### config.mk
export PLATFORM = sky130hd
export DESIGN_NAME = ssw_supervisor
export DESIGN_NICKNAME = d
export VERILOG_FILES = /design/src/include/ssw_pkg.sv /design/src/rtl/ssw_sync.sv /design/src/rtl/ssw_supervisor.sv
export VERILOG_INCLUDE_DIRS = /design/src /design/src/include
export SDC_FILE = /design/constraint.sdc
export NUM_CORES = 1
export LEC_CHECK = 0
export BUFFER_PORTS_ARGS = -buffer_cell sky130_fd_sc_hd__clkbuf_2
export CAP_MARGIN = 20
export CORE_ASPECT_RATIO = 1.1
export CORE_MARGIN = 4
export CORE_UTILIZATION = 40
export DETAILED_ROUTE_END_ITERATION = 6
export PLACE_DENSITY = 0.71
export SLEW_MARGIN = 20
export SYNTH_ARGS = -nofsm -noshare
export SYNTH_HDL_FRONTEND = slang
export SYNTH_HIERARCHICAL = 1
export SYNTH_SLANG_ARGS = --single-unit
### constraint.sdc
create_clock -name clk_i -period 7.95 [get_ports clk_i]
set_input_delay 2.385 -clock clk_i [delete_from_list [all_inputs] [get_ports clk_i]]
set_output_delay 2.385 -clock clk_i [all_outputs]
set_load 0.005 [all_outputs]
### src/include/ssw_defs.svh
// timing, register map and reset constants of the supply supervisor
`ifndef SSW_DEFS_SVH
`define SSW_DEFS_SVH

`define SSW_CLK_PERIOD_NS 50
`define SSW_MS_NS         1000000

// watchdog and reset periods in ms on the internal time base
`define SSW_WD_FAST_MS    13'h064
`define SSW_WD_SLOW_MS    13'h640
`define SSW_RST_MS        13'h0c8

// same periods in cycles of the external oscillator
`define SSW_EXT_WD_CLK    13'h400
`define SSW_EXT_FIRST_CLK 13'h1000
`define SSW_EXT_RST_CLK   13'h800

`define SSW_KICK_MIN_NS   100
`define SSW_KICK_MIN_CYC  \
  ((`SSW_KICK_MIN_NS + `SSW_CLK_PERIOD_NS - 1) / `SSW_CLK_PERIOD_NS)
`define SSW_CE_HOLD_NS    16000
`define SSW_CE_HOLD_CYC   (`SSW_CE_HOLD_NS / `SSW_CLK_PERIOD_NS)

`define SSW_OFF_CTRL      4'h0
`define SSW_OFF_STATUS    4'h4
`define SSW_CTRL_WD_EN    0
`define SSW_CTRL_RST      1'h1
`define SSW_RESP_OKAY     2'h0
`define SSW_RESP_SLVERR   2'h2

`endif

### src/include/ssw_pkg.sv
// types shared by the supply supervisor files
`default_nettype none
package ssw_pkg;

  typedef enum logic [1:0] {
    RS_HOLD  = 2'b00,
    RS_PULSE = 2'b01,
    RS_RUN   = 2'b10
  } ssw_rs_type;

  typedef enum logic [1:0] {
    PER_WD    = 2'b00,
    PER_FIRST = 2'b01,
    PER_RST   = 2'b10
  } ssw_per_type;

endpackage : ssw_pkg
`default_nettype wire

### src/rtl/ssw_sync.sv
// two-stage level synchroniser, one chain per bit
`default_nettype none
module ssw_sync #(
  parameter int unsigned WIDTH = 6
) (
  input  wire logic             clk_i,
  input  wire logic             rst_n_i,
  input  wire logic [WIDTH-1:0] d_i,
  output var  logic [WIDTH-1:0] q_o
);

  logic [WIDTH-1:0] meta_q;

  for (genvar i = 0; i < WIDTH; i++) begin : g_bit
    always_ff @(posedge clk_i) begin
      if (!rst_n_i) begin
        meta_q[i] <= 1'b0;
        q_o[i]    <= 1'b0;
      end else begin
        meta_q[i] <= d_i[i];
        q_o[i]    <= meta_q[i];
      end
    end
  end

endmodule : ssw_sync
`default_nettype wire

### src/rtl/ssw_supervisor.sv
// supply supervisor: reset sequencing, watchdog, flags, chip-select gate
//
// Decided for this implementation: the register offsets and the AXI4-Lite interface to the registers.
`default_nettype none
`include "ssw_defs.svh"
module ssw_supervisor #(
  parameter int unsigned MS_CYCLES = `SSW_MS_NS / `SSW_CLK_PERIOD_NS
) (
  input  wire logic        clk_i,
  input  wire logic        rst_n_i,
  input  wire logic        supply_ok_i,
  input  wire logic        below_batt_i,
  input  wire logic        pf_above_i,
  input  wire logic        wd_kick_hi_i,
  input  wire logic        wd_kick_lo_i,
  input  wire logic        osc_source_sel_i,
  input  wire logic        osc_ext_in_i,
  input  wire logic        mem_sel_in_n_i,
  output logic             rst_n_o,
  output logic             rst_o,
  output logic             supply_low_n_o,
  output logic             on_battery_o,
  output logic             wd_fault_n_o,
  output logic             pf_flag_n_o,
  output logic             mem_sel_out_n_o,
  output logic             wd_bias_en_o,
  input  wire logic [3:0]  s_axi_awaddr_i,
  input  wire logic        s_axi_awvalid_i,
  output logic             s_axi_awready_o,
  input  wire logic [31:0] s_axi_wdata_i,
  input  wire logic [3:0]  s_axi_wstrb_i,
  input  wire logic        s_axi_wvalid_i,
  output logic             s_axi_wready_o,
  output logic [1:0]       s_axi_bresp_o,
  output logic             s_axi_bvalid_o,
  input  wire logic        s_axi_bready_i,
  input  wire logic [3:0]  s_axi_araddr_i,
  input  wire logic        s_axi_arvalid_i,
  output logic             s_axi_arready_o,
  output logic [31:0]      s_axi_rdata_o,
  output logic [1:0]       s_axi_rresp_o,
  output logic             s_axi_rvalid_o,
  input  wire logic        s_axi_rready_i
);

  function automatic logic [12:0] period_limit(
    input logic                 ext,
    input logic                 osc_hi,
    input ssw_pkg::ssw_per_type kind
  );
    logic [12:0] v;
    v = 13'h0000;
    unique case (kind)
      ssw_pkg::PER_WD: begin
        if (ext) v = `SSW_EXT_WD_CLK;
        else     v = osc_hi ? `SSW_WD_SLOW_MS : `SSW_WD_FAST_MS;
      end
      ssw_pkg::PER_FIRST: begin
        v = ext ? `SSW_EXT_FIRST_CLK : `SSW_WD_SLOW_MS;
      end
      ssw_pkg::PER_RST: begin
        v = ext ? `SSW_EXT_RST_CLK : `SSW_RST_MS;
      end
    endcase
    return v;
  endfunction : period_limit

  function automatic logic reg_hit(input logic [3:0] addr);
    return ({addr[3:2], 2'b00} == `SSW_OFF_CTRL) ||
           ({addr[3:2], 2'b00} == `SSW_OFF_STATUS);
  endfunction : reg_hit

  // synchronised comparator and pin levels
  logic [5:0]  raw_w;
  logic [5:0]  sync_w;
  logic        sup_ok_s;
  logic        below_batt_s;
  logic        pf_s;
  logic        kick_hi_s;
  logic        kick_lo_s;
  logic        osc_s;

  assign raw_w = {osc_ext_in_i, wd_kick_lo_i, wd_kick_hi_i,
                  pf_above_i, below_batt_i, supply_ok_i};

  ssw_sync #(
    .WIDTH (6)
  ) u_sync (
    .clk_i   (clk_i),
    .rst_n_i (rst_n_i),
    .d_i     (raw_w),
    .q_o     (sync_w)
  );

  assign {osc_s, kick_lo_s, kick_hi_s, pf_s, below_batt_s, sup_ok_s} =
    sync_w;

  // time base
  logic        ext_mode;
  logic        osc_prev_q;
  logic        ext_tick;
  logic        ms_tick;
  logic        tick;
  logic [14:0] pre_q;
  logic [14:0] pre_d;
  logic        st_change;

  assign ext_mode = !osc_source_sel_i;
  assign ext_tick = osc_s && !osc_prev_q;
  assign ms_tick  = (pre_q == 15'(MS_CYCLES - 1));
  assign tick     = ext_mode ? ext_tick : ms_tick;
  // restarting the prescaler on each state change keeps periods whole
  assign pre_d    = (ms_tick || st_change) ? 15'h0000 : pre_q + 15'h0001;

  // kick input: three levels, change accepted after a stable minimum
  logic        kick_mid;
  logic        kick_lvl_q;
  logic        kick_diff;
  logic        kick_edge;
  logic [1:0]  stab_q;
  logic [1:0]  stab_d;

  assign kick_mid  = !kick_hi_s && !kick_lo_s;
  assign kick_diff = !kick_mid && (kick_hi_s != kick_lvl_q);
  assign kick_edge = kick_diff &&
                     (stab_q == 2'(`SSW_KICK_MIN_CYC - 1));
  assign stab_d    = (kick_diff && !kick_edge) ? stab_q + 2'h1 : 2'h0;

  // reset sequencer and watchdog timer
  ssw_pkg::ssw_rs_type st_q;
  ssw_pkg::ssw_rs_type st_d;
  logic [12:0] tm_q;
  logic [12:0] tm_d;
  logic [12:0] wd_lim;
  logic [12:0] rs_lim;
  logic        first_q;
  logic        first_d;
  logic        fault_q;
  logic        fault_d;
  logic        wd_act;
  logic        ctrl_wd_en_q;

  assign wd_lim = period_limit(ext_mode, osc_s,
                    first_q ? ssw_pkg::PER_FIRST
                            : ssw_pkg::PER_WD);
  assign rs_lim = period_limit(ext_mode, osc_s, ssw_pkg::PER_RST);
  assign wd_act = sup_ok_s && !kick_mid && ctrl_wd_en_q;
  assign st_change = (st_d != st_q);

  always_comb begin
    st_d    = st_q;
    tm_d    = tm_q;
    first_d = first_q;
    fault_d = fault_q;
    if (kick_edge) fault_d = 1'b0;
    unique case (st_q)
      ssw_pkg::RS_HOLD: begin
        tm_d = 13'h0000;
        if (sup_ok_s) st_d = ssw_pkg::RS_PULSE;
      end
      ssw_pkg::RS_PULSE: begin
        if (tick) begin
          if (tm_q == rs_lim - 13'h0001) begin
            st_d    = ssw_pkg::RS_RUN;
            tm_d    = 13'h0000;
            first_d = 1'b1;
          end else begin
            tm_d = tm_q + 13'h0001;
          end
        end
      end
      ssw_pkg::RS_RUN: begin
        if (!wd_act || kick_edge) begin
          tm_d = 13'h0000;
          if (kick_edge) first_d = 1'b0;
        end else if (tick) begin
          if (tm_q == wd_lim - 13'h0001) begin
            // stuck input re-enters here every period: repeated pulses
            st_d    = ssw_pkg::RS_PULSE;
            tm_d    = 13'h0000;
            fault_d = 1'b1;
          end else begin
            tm_d = tm_q + 13'h0001;
          end
        end
      end
      default: st_d = ssw_pkg::RS_HOLD;
    endcase
    if (!wd_act) fault_d = 1'b0;
    if (!sup_ok_s) st_d = ssw_pkg::RS_HOLD;
  end

  // flags; battery state never enters the sequencer above
  logic        rst_n_d;
  logic        batt_d;
  logic        rst_n_q;

  assign rst_n_d = (st_d == ssw_pkg::RS_RUN);
  assign batt_d  = !sup_ok_s && below_batt_s;

  // chip-select gate with write-completion hold
  logic        gate_en;
  logic        hold_q;
  logic        hold_d;
  logic [8:0]  hold_cnt_q;
  logic [8:0]  hold_cnt_d;
  logic        ce_q;
  logic        ce_d;

  assign gate_en = rst_n_d && sup_ok_s;

  always_comb begin
    hold_d     = hold_q;
    hold_cnt_d = hold_cnt_q;
    if (gate_en || mem_sel_in_n_i || batt_d) begin
      hold_d     = 1'b0;
      hold_cnt_d = 9'h000;
    end else if (rst_n_q && !ce_q) begin
      hold_d     = 1'b1;
      hold_cnt_d = 9'h000;
    end else if (hold_q) begin
      if (hold_cnt_q == 9'(`SSW_CE_HOLD_CYC - 1)) hold_d = 1'b0;
      else hold_cnt_d = hold_cnt_q + 9'h001;
    end
  end

  assign ce_d = (gate_en || hold_d) ? mem_sel_in_n_i : 1'b1;

  always_ff @(posedge clk_i) begin
    if (!rst_n_i) begin
      st_q       <= ssw_pkg::RS_HOLD;
      tm_q       <= 13'h0000;
      first_q    <= 1'b0;
      fault_q    <= 1'b0;
      pre_q      <= 15'h0000;
      osc_prev_q <= 1'b0;
      kick_lvl_q <= 1'b0;
      stab_q     <= 2'h0;
      hold_q     <= 1'b0;
      hold_cnt_q <= 9'h000;
      ce_q       <= 1'b1;
      rst_n_q    <= 1'b0;
    end else begin
      st_q       <= st_d;
      tm_q       <= tm_d;
      first_q    <= first_d;
      fault_q    <= fault_d;
      pre_q      <= pre_d;
      osc_prev_q <= osc_s;
      if (kick_edge) kick_lvl_q <= kick_hi_s;
      stab_q     <= stab_d;
      hold_q     <= hold_d;
      hold_cnt_q <= hold_cnt_d;
      ce_q       <= ce_d;
      rst_n_q    <= rst_n_d;
    end
  end

  logic        supply_low_n_q;
  logic        batt_q;
  logic        pf_q;
  logic        bias_q;

  always_ff @(posedge clk_i) begin
    if (!rst_n_i) begin
      supply_low_n_q <= 1'b0;
      batt_q    <= 1'b0;
      pf_q      <= 1'b0;
      bias_q    <= 1'b0;
    end else begin
      supply_low_n_q <= sup_ok_s;
      batt_q    <= batt_d;
      pf_q      <= pf_s && !batt_d;
      bias_q    <= sup_ok_s;
    end
  end

  assign rst_n_o         = rst_n_q;
  assign rst_o           = !rst_n_q;
  assign supply_low_n_o  = supply_low_n_q;
  assign on_battery_o    = batt_q;
  assign wd_fault_n_o    = !fault_q;
  assign pf_flag_n_o     = pf_q;
  assign mem_sel_out_n_o = ce_q;
  assign wd_bias_en_o    = bias_q;

  // register slave: control word and live status
  logic        aw_got_q;
  logic [3:0]  awaddr_q;
  logic        w_got_q;
  logic [31:0] wdata_q;
  logic        wstrb0_q;
  logic        bvalid_q;
  logic [1:0]  bresp_q;
  logic        rvalid_q;
  logic [31:0] rdata_q;
  logic [1:0]  rresp_q;
  logic        aw_hs;
  logic        w_hs;
  logic        ar_hs;
  logic        wr_do;
  logic [3:0]  wr_addr;
  logic [31:0] wr_data;
  logic        wr_strb0;
  logic        wr_ctrl;
  logic [31:0] status_w;
  logic [31:0] rd_mux;

  assign s_axi_awready_o = !aw_got_q && !bvalid_q;
  assign s_axi_wready_o  = !w_got_q && !bvalid_q;
  assign s_axi_arready_o = !rvalid_q;
  assign aw_hs    = s_axi_awvalid_i && s_axi_awready_o;
  assign w_hs     = s_axi_wvalid_i && s_axi_wready_o;
  assign ar_hs    = s_axi_arvalid_i && s_axi_arready_o;
  assign wr_do    = (aw_got_q || aw_hs) && (w_got_q || w_hs) && !bvalid_q;
  assign wr_addr  = aw_got_q ? awaddr_q : s_axi_awaddr_i;
  assign wr_data  = w_got_q ? wdata_q : s_axi_wdata_i;
  assign wr_strb0 = w_got_q ? wstrb0_q : s_axi_wstrb_i[0];
  assign wr_ctrl  = wr_do && wr_strb0 &&
                    ({wr_addr[3:2], 2'b00} == `SSW_OFF_CTRL);

  assign status_w = {22'h000000, st_q, kick_mid, first_q, ce_q, pf_q,
                     !fault_q, batt_q, supply_low_n_q, rst_n_q};
  assign rd_mux =
    ({s_axi_araddr_i[3:2], 2'b00} == `SSW_OFF_CTRL)   ?
      {31'h00000000, ctrl_wd_en_q} :
    ({s_axi_araddr_i[3:2], 2'b00} == `SSW_OFF_STATUS) ? status_w :
      32'h00000000;

  always_ff @(posedge clk_i) begin
    if (!rst_n_i) begin
      aw_got_q     <= 1'b0;
      awaddr_q     <= 4'h0;
      w_got_q      <= 1'b0;
      wdata_q      <= 32'h00000000;
      wstrb0_q     <= 1'b0;
      bvalid_q     <= 1'b0;
      bresp_q      <= `SSW_RESP_OKAY;
      ctrl_wd_en_q <= `SSW_CTRL_RST;
    end else begin
      if (wr_do) begin
        aw_got_q <= 1'b0;
        w_got_q  <= 1'b0;
        bvalid_q <= 1'b1;
        bresp_q  <= reg_hit(wr_addr) ? `SSW_RESP_OKAY : `SSW_RESP_SLVERR;
      end else begin
        if (aw_hs) aw_got_q <= 1'b1;
        if (w_hs) w_got_q <= 1'b1;
        if (s_axi_bready_i && bvalid_q) bvalid_q <= 1'b0;
      end
      if (aw_hs) awaddr_q <= s_axi_awaddr_i;
      if (w_hs) begin
        wdata_q  <= s_axi_wdata_i;
        wstrb0_q <= s_axi_wstrb_i[0];
      end
      if (wr_ctrl) ctrl_wd_en_q <= wr_data[`SSW_CTRL_WD_EN];
    end
  end

  always_ff @(posedge clk_i) begin
    if (!rst_n_i) begin
      rvalid_q <= 1'b0;
      rdata_q  <= 32'h00000000;
      rresp_q  <= `SSW_RESP_OKAY;
    end else if (ar_hs) begin
      rvalid_q <= 1'b1;
      rdata_q  <= rd_mux;
      rresp_q  <= reg_hit(s_axi_araddr_i) ? `SSW_RESP_OKAY
                                          : `SSW_RESP_SLVERR;
    end else if (s_axi_rready_i) begin
      rvalid_q <= 1'b0;
    end
  end

  assign s_axi_bvalid_o = bvalid_q;
  assign s_axi_bresp_o  = bresp_q;
  assign s_axi_rvalid_o = rvalid_q;
  assign s_axi_rdata_o  = rdata_q;
  assign s_axi_rresp_o  = rresp_q;
endmodule : ssw_supervisor
`default_nettype wire

[Yosys cells after proc, flatten, opt, wreduce, memory -nomap -nowiden]
Index checks and enable logic that the tools add are counted.
Word-level totals
  memories kept: 0
  register bits: 110
  input port bits: 59
  bits in writable memories: 0
  bits in read-only memories: 0
  latch bits: 0
Cells by class
  add/sub/neg operators: 6
  divide/modulo/power cells: 0
  equal/unequal tests: 19
  muxes and demuxes: 45
  $lt $le $gt $ge: 0
  bitwise operators: 2
  shift-type cells: 0
  $mul: 0
  reductions and logical operators: 62
Operator list (number)
  $mux 13: 6
  $pmux 13 s3: 2
  $eq 13x13->1: 2
  $mux 11: 2
  $logic_and 1x1->1: 21
  $mux 1: 21
  $mux 10: 2
  $mux 2: 8
  $add 15x1->15 const B: 1
  $eq 15x15->1 const B: 1
  $logic_not 1->1: 15
  $add 13x1->13 const B: 1
  $sub 12x1->13 const B: 1
  $sub 13x1->13 const B: 1
  $mux 12: 1
  $add 9x1->9 const B: 1
  $eq 9x9->1 const B: 1
  $logic_or 1x1->1: 9
  $eq 2x1->1 const B: 4
  $logic_not 2->1: 4
  $ne 2x2->1 const B: 4
  $reduce_and 2->1: 4
  $pmux 2 s3: 1
  $reduce_bool 2->1: 3
  15 further kinds: 18

[Logic depth before layout (Yosys ltp)]
Gate-level depths: netlist of run 1.
  depth after elaboration: 17
  gate-level depth with buffers: 12

[Modules after synthesis]
Netlist of run 1, hierarchy kept.
By module, submodules not included
  ssw_supervisor: cells each 442, times used 1, seq. area each 1441.4 um^2, area each 3796.1 um^2
  ssw_sync: cells each 25, times used 1, seq. area each 240.2 um^2, area each 336.6 um^2

[Least setup slack after synthesis of run 1]
OpenSTA, ideal clock, no wires.
  path type: input to register
  start: in osc_source_sel_i
  end: reg pre_q[2]
  data arrival time: 4.348 ns
  setup slack: 3.488 ns
  cell stages on the path: 12
  cells stage by stage: buf_4 -> nor3b_1 -> inv_1 -> ha_1 -> xor2_1 -> o2111ai_1 -> nor2_1 -> and2_1 -> a41oi_1 -> o211ai_2 -> buf_4 -> nor2_1
Between the ends
  word-level cells in the longest chain between the ends: 12
Ends and longest elaborated chain
  from (decl): line ssw_supervisor.sv:16  | input wire logic osc_source_sel_i,
  $mux 11 (tied with other cells): line ssw_supervisor.sv:55  | if (ext) v = `SSW_EXT_WD_CLK;
  $pmux 13 s3: line ssw_supervisor.sv:53  | unique case (kind)
  $sub 13x1->13: line ssw_supervisor.sv:177  | if (tm_q == wd_lim - 13'h0001) begin
  $eq 13x13->1: line ssw_supervisor.sv:177
  $mux 2: line ssw_supervisor.sv:177
  $mux 2: line ssw_supervisor.sv:176  | end else if (tick) begin
  $mux 2: line ssw_supervisor.sv:173  | if (!wd_act || kick_edge) begin
  $pmux 2 s3 (*): line ssw_supervisor.sv:156  | unique case (st_q)
  $mux 2 (*): line ssw_supervisor.sv:190  | if (!sup_ok_s) st_d = ssw_pkg::RS_HOLD;
  $ne 2x2->1 (*): line ssw_supervisor.sv:148  | assign st_change = (st_d != st_q);
  $logic_or 1x1->1 (*): line ssw_supervisor.sv:113  | assign pre_d = (ms_tick || st_change) ? 15'h0000 : pre_q + 15'h0001;
  $reduce_or 2->1 (no source line) (*)
  to (signal assigned): line ssw_supervisor.sv:248  | pre_q <= pre_d;
  to (decl): line ssw_supervisor.sv:104  | logic [14:0] pre_q;
Mark *: on every way between the ends. The rest lies on a longest branch, timed or not.
A chain may end at the register's enable or synchronous reset.

[Final worst setup path of run 1]
  start: in osc_source_sel_i
  end: reg pre_q[11]
The elaborated chain is that of the path after synthesis.

==> results of run 1 <==
## power groups by stage
stage / clock [uW] / combinational [uW] / sequential, uW
after global routing: 280 / 64.7 / 441
after global placement: 0 / 55.7 / 448
after CTS: 263 / 57.3 / 439
after floorplan: 0 / 49.7 / 447
after detailed placement: 0 / 57.0 / 449
final: 252 / 57.0 / 439
## per-stage QoR
stage               hold WS, ns  util [%]  total power [uW]  cells  instance area [um^2]
finish                   0.4253     44.57             748.2    630                  4451
global route             0.4505     44.57             785.1    630                  4451
CTS                      0.4266     44.57             759.4    630                  4451
detailed placement       0.4122     43.03             506.1    616                  4297
global placement         0.4047     43.03             504.2    616                  4297
floorplan                0.3974         -             497.1    490                  4219
## cells in the final DEF (no fill, tap or decap), types with 9 or more instances in the layout
cell type  count
mux2i_1       10
nand2_1       38
conb_1        24
xor2_1        17
clkbuf_2      45
and2_1        13
dfxtp_1       84
nor3_1        15
inv_1         15
ha_1           9
nand4_1       19
a22oi_1       10
nand3_1       19
clkbuf_8       9
a21oi_1       13
nor2_1        57
## worst reg2reg max path: cells and delay by family (launching register included)
family	cells	cell delay [ns]
fa+ha+maj	1	0.29
buf+inv	1	0.08
xor+xnor	1	0.17
compound gates	3	0.93
flops	1	0.40
simple gates	4	0.91
## cells by family (layout without fill, tap and decap cells)
logic type | count (synthesis) | count (layout) | synth area share [%]
AND/OR/NAND/NOR | 220 | 220 | 28.34
XOR/XNOR | 23 | 23 | 4.874
flip-flops | 84 | 84 | 40.69
buffers and inverters | 55 | 75 | 8.749
multiplexers | 10 | 10 | 2.422
AO/OA/AOI/OAI | 65 | 65 | 12.11
adder cells (fa/ha/maj) | 9 | 9 | 2.725
other | 1 | 24 | 0.09074
## final cells by class
cell class	count	area (um^2)	area share [%]
Multi-Input combinational cell	351	2176	48.89
Timing Repair Buffer	46	232.7	5.229
Clock inverter	4	26.28	0.5904
Clock buffer	10	127.6	2.868
Sequential cell	84	1682	37.78
Tap cell	120	150.1	3.374
Inverter	15	56.30	1.265
## layer usage
layer / vias to the layer above / track usage [%] / wire length (um)
met3: 8 / 3.666 / 521
met1: 1516 / 16.57 / 3788
met5: - / 0 / 0
li1: 1673 / - / -
met4: 0 / 5.512 / 113
met2: 83 / 22.89 / 3625
## state kept, by name (all words and copies together) (netlist names), 2 cells and up
signal and count:
tm_q 13, awaddr_q 2, st_q 2, stab_q 2, s_axi_rdata_o 10, u_sync/meta_q 6
hold_cnt_q 9, u_sync/q_o 6, pre_q 15
## worst max-delay path by stage
stage                     cells past startpoint        startpoint              endpoint
after floorplan                              12  osc_source_sel_i   pre_q[2]$_SDFF_PP0_
after global placement                       11  osc_source_sel_i  pre_q[10]$_SDFF_PP0_
after detailed placement                     11  osc_source_sel_i  pre_q[11]$_SDFF_PP0_
after CTS                                    11  osc_source_sel_i  pre_q[11]$_SDFF_PP0_
after global routing                         11  osc_source_sel_i  pre_q[13]$_SDFF_PP0_
final                                        11  osc_source_sel_i  pre_q[11]$_SDFF_PP0_
==> impl_metrics.csv, run 1 <==
group,metric,value,unit
outcome,status,"completed",
placement,portBuffers,45,
timing,tns,0,ns
power,seqPwrFrac,58.7,%
cts,cts-resized-gates,0,
timing,fin_ws,3.231,ns
worst_hold_path,hold_path_startpoint,"stab_q[0]$_SDFF_PN0_",
grt,grt_pass1_vias,3019,
die,initial_core_util,41.39,%
power,switchingPower,183.5,uW
routing,vias,3280,
job,drv_cap,0,
cts,tritoncts,"done",
worst_setup_path,path_class,"input port to flop",
worst_setup_path,path_max_fanout,15,
placement,dpl.hpwl,5861,um
routing,wirelength,8049,um
die,die_width,104.9,um
die,fp.dieH,114.6,um
routing,drt-initial-drc-count,126,
yosys,yosys.area.top_type,"dfxtp_1",
layout,drive_gt1_share,16.86,%
yosys,yosysMostFrequentCell,"dfxtp_1",
routing,via_per_inst,5.206,
grt,grtUsageTotal,13.62,%
worst_setup_path,r2r_slack,5.05,ns
timing,hold_viol,0,
worst_setup_path,r2r_end,"pre_q[11]$_SDFF_PP0_",
cts,cts.sink_count,84,
routing,ant_nets,0,
worst_setup_path,path_cells,"clkbuf_2 > nor3b_1 > inv_1 > ha_1 > xor2_1 > o2111ai_1 > nor2_1 > and2_1 > a41oi_1 > o211ai_2 > nor2_1",
placement,gp_congestion,0.8690,
worst_setup_path,path_buf_inv,2,
layout,n_antenna_cell,0,
timing,slew_viol_final,0,
grt,overflow,0,
yosys,synth_cell_types,63,
die,dieArea,12020,um^2
worst_setup_path,critical_path.top_delay_family,"compound AO/OA/AOI/OAI gates",
timing,tightestPinTransition,1.078,ns
timing,fin_crit_sh,59.35,%
worst_setup_path,r2r_start,"first_q$_SDFFE_PN0P_",
yosys,synthTopCellsByArea,"dfxtp_1 (41%), nor2_1 (5.2%), buf_4 (4.9%)",
worst_hold_path,min_to,"stab_q[0]$_SDFF_PN0_",
yosys,synth_top_area_share,40.69,%
timing,max_freq,211.9,MHz
yosys,synth_edf_count,0,
die,core,9985,um^2
power,clkPwrFrac,33.7,%
power,ir_drop,0.07930,mV
die,row_count,38,
yosys,ys_ff_latch,84,
cts,post_cts_buffers,0,
yosys,synth_commonest_cells,"dfxtp_1 (84), nor2_1 (57), nand2_1 (38)",
worst_setup_path,crit_path_top_delay_cell,"o211ai_2",
yosys,synth_area_per_cell,8.849,um^2
cts,clk-insertion-delay-late,0.34,ns
timing,setup_viol,0,
power,leakagePower,0.001730,uW
power,power_density,168.1,nW/um^2
yosys,synth-seq-area-share,40.69,%
timing,max_slew_margin,27.95,%
worst_hold_path,min_path_cells,1,
cts,clk_path_buf_depth,2,
power,comb_power_share,7.6,%
timing,skew,0.009722,ns
placement,pre_cts_ws,2.870,ns
cts,numCtsBuffers,9,
layout,fin_nets,575,
worst_setup_path,cpMostUsedCell,"nor2_1",
yosys,ys_warn_count,6,
cts,cts_hold_buffers,0,
power,p_int,564.7,uW
worst_setup_path,cp.arrival,4.92,ns
grt,grt_max_degree,33,
die,io_pins,108,
yosys,async_flop_share,0,%
yosys,synthFlopType,"dfxtp_1",
worst_setup_path,worstSetupEndpointType,"flop",
routing,wl_per_cell,12.78,um
cts,root_buffer,"clkbuf_8",
cts,htree_levels,3,
cts,cts.clk_slew.worst_paths,0.08,ns
worst_setup_path,ff2ff_path_depth,10,
grt,antenna_found_initial,0,
worst_hold_path,hp-class,"flop to flop",
routing,drc,0,
worst_setup_path,startpoint_type,"input port",
layout,fillers,989,
yosys,synth_area,4133,um^2
yosys,synthCells,467,
worst_setup_path,slowest_delay,0.62,ns
routing,drt_pass1_iterations,4,
worst_setup_path,critPathRequiredTime,8.15,ns
grt,grt_pass1_wl,13670,um
power,swShare,24.53,%
timing,min_period,4.719,ns
layout,area_growth,7.690,%
timing,rsz0062_at_grt,"no",
(Power assumes the default switching activity.)
==> inputs of run 2 (changes only) <==
--- a/config.mk
+++ b/config.mk
@@ -12,7 +12,7 @@
 export CORE_MARGIN = 4
 export CORE_UTILIZATION = 40
 export DETAILED_ROUTE_END_ITERATION = 6
-export PLACE_DENSITY = 0.71
+export PLACE_DENSITY = 0.74
 export SLEW_MARGIN = 20
 export SYNTH_ARGS = -nofsm -noshare
 export SYNTH_HDL_FRONTEND = slang
==> constraint.sdc (replaced) <==
create_clock -name clk_i -period 4.3 [get_ports clk_i]
set_input_delay 1.29 -clock clk_i [delete_from_list [all_inputs] [get_ports clk_i]]
set_output_delay 1.29 -clock clk_i [all_outputs]
set_load 0.005 [all_outputs]
==> run 2 against run 1 <==
Worst setup slack got worse by 2.3 ns. Final cell count rose by 0.63%. Clock skew rose by 0.0033 ns. Largest power group unchanged. Power rose by 110%. Sequential power rose by 85%. Sequential share of layout area fell by 0.72 points. Flip-flop and latch count did not move. Critical path depth did not move. Largest cell class unchanged. Combinational power rose by 88%. First-iteration DRC count rose by 36%.
==> impl_metrics.csv, run 2 (synthesized netlist as in run 1, its figures left out) <==
group,metric,value,unit
cts,clk-insertion-delay-late,0.35,ns
routing,wl_met1,3735,um
routing,highest_layer,"met4",
worst_setup_path,path_class,"input port to flop",
worst_setup_path,worstSetupEndpointType,"flop",
cts,cts.sink_count,84,
cts,htree_levels,3,
die,initial_core_util,41.39,%
timing,max_slew_margin,35.58,%
cts,cts_hold_buffers,0,
die,fp.dieH,114.6,um
routing,via_per_inst,5.194,
placement,gp_congestion,0.8783,
timing,setup_viol,0,
worst_setup_path,cp.arrival,3.64,ns
power,leakagePower,0.001767,uW
timing,skew,0.01304,ns
timing,min_period,3.401,ns
placement,portBuffers,45,
die,dieArea,12020,um^2
timing,slew_viol_final,0,
grt,grt_pass1_wl,13790,um
routing,drt-initial-drc-count,171,
worst_setup_path,ff2ff_path_depth,10,
layout,final_common_cell,"dfxtp_1",
worst_setup_path,path_max_fanout,15,
routing,drc,0,
cts,clk_path_buf_depth,2,
timing,fin_ws,0.8994,ns
layout,top_register,"pre_q",
routing,drt_pass1_iterations,4,
routing,wl_per_cell,12.61,um
outcome,status,"completed",
job,drv_cap,0,
grt,grt_max_degree,32,
timing,max_freq,294.1,MHz
layout,drive_gt1_share,17.51,%
layout,layout_common_cells,"dfxtp_1 (84), nor2_1 (57), clkbuf_2 (45)",
grt,grtUsageTotal,13.79,%
worst_setup_path,critPathRequiredTime,4.54,ns
worst_setup_path,startpoint_type,"input port",
layout,n_antenna_cell,0,
layout,stdcell_count,634,
die,io_pins,108,
cts,numCtsBuffers,9,
power,ir_drop,0.1434,mV
placement,pre_cts_ws,0.5002,ns
routing,wirelength,7995,um
timing,whs,0.4198,ns
cts,root_buffer,"clkbuf_8",
cts,cts.clk_slew.worst_paths,0.09,ns
cts,post_cts_buffers,0,
timing,tns,0,ns
cts,cts-resized-gates,0,
routing,ant_nets,0,
layout,largest_register_ffs,15,
routing,vias,3293,
routing,routed-wl-met3,457,um
placement,placedCellCount,618,
grt,grt_pass1_vias,3121,
timing,tightestPinTransition,0.9642,ns
die,die_width,104.9,um
timing,fin_crit_sh,79.08,%
timing,hold_viol,0,
routing,routed-wl-met2,3657,um
worst_hold_path,min_path_cells,1,
placement,dpl.hpwl,5904,um
grt,overflow,0,
layout,fin_nets,577,
cts,tritoncts,"done",
grt,antenna_found_initial,0,
power,power_density,339.6,nW/um^2
layout,area_growth,9.779,%
die,core,9985,um^2
timing,rsz0062_at_grt,"no",
die,row_count,38,
worst_hold_path,hp-class,"flop to flop",
==> run 2: cell types whose count changed in the layout (fill, tap and decap cells not counted), sizes merged <==
| cell | before | now |
|---|---|---|
| buf | 1 | 3 |
| bufinv | 0 | 2 |
| clkinv | 2 | 0 |
| clkbuf | 55 | 56 |
| clkinvlp | 1 | 2 |
==> run 2: worst paths after layout <==
path,from,to,slack (ns)
hold reg to reg,stab_q[0]$_SDFF_PN0_,stab_q[0]$_SDFF_PN0_,0.42
setup reg to reg,first_q$_SDFFE_PN0P_,tm_q[5]$_SDFFE_PN0P_,1.65
hold / removal,stab_q[0]$_SDFF_PN0_,stab_q[0]$_SDFF_PN0_,0.42
setup / recovery,osc_source_sel_i,tm_q[5]$_SDFFE_PN0P_,0.90
==> run 2: area by class of cell <==
cell class                      count  area, um^2
Clock buffer                       11       141.4
Clock inverter                      5       83.83
Fill cell                         966        5448
Inverter                           15       56.30
Multi-Input combinational cell    351        2176
Sequential cell                    84        1682
Tap cell                          120       150.1
Timing Repair Buffer               48       247.7
==> run 2: where the power goes <==
part           internal, uW  switching [uW]
Sequential              797            14.7
Clock                   345             277
Combinational          44.9            61.6
==> run 2: worst max-delay path, stage by stage <==
cell and delay [ns]:
clkbuf_2 0.20, nor3b_1 0.36, inv_1 0.08, ha_1 0.23
and3_1 0.19, o2111ai_1 0.19, nor2_1 0.10, nand3_1 0.09
a31o_4 0.27, nand3_2 0.24, o311ai_0 0.40
==> run 2: metal layers <==
layer	vias up	global-route usage (%)
met2	91	22.68
met1	1522	17.66
met5	-	0
met3	11	2.538
li1	1669	-
met4	0	6.212
==> run 2: stage by stage <==
stage | total power, uW | area (um^2) | utilization [%]
final | 1541 | 4537 | 45.44
after global routing | 1607 | 4537 | 45.44
after CTS | 1561 | 4537 | 45.44
after detailed placement | 936.8 | 4312 | 43.18
after global placement | 933.7 | 4312 | 43.18
after floorplan | 919.1 | 4219 | -
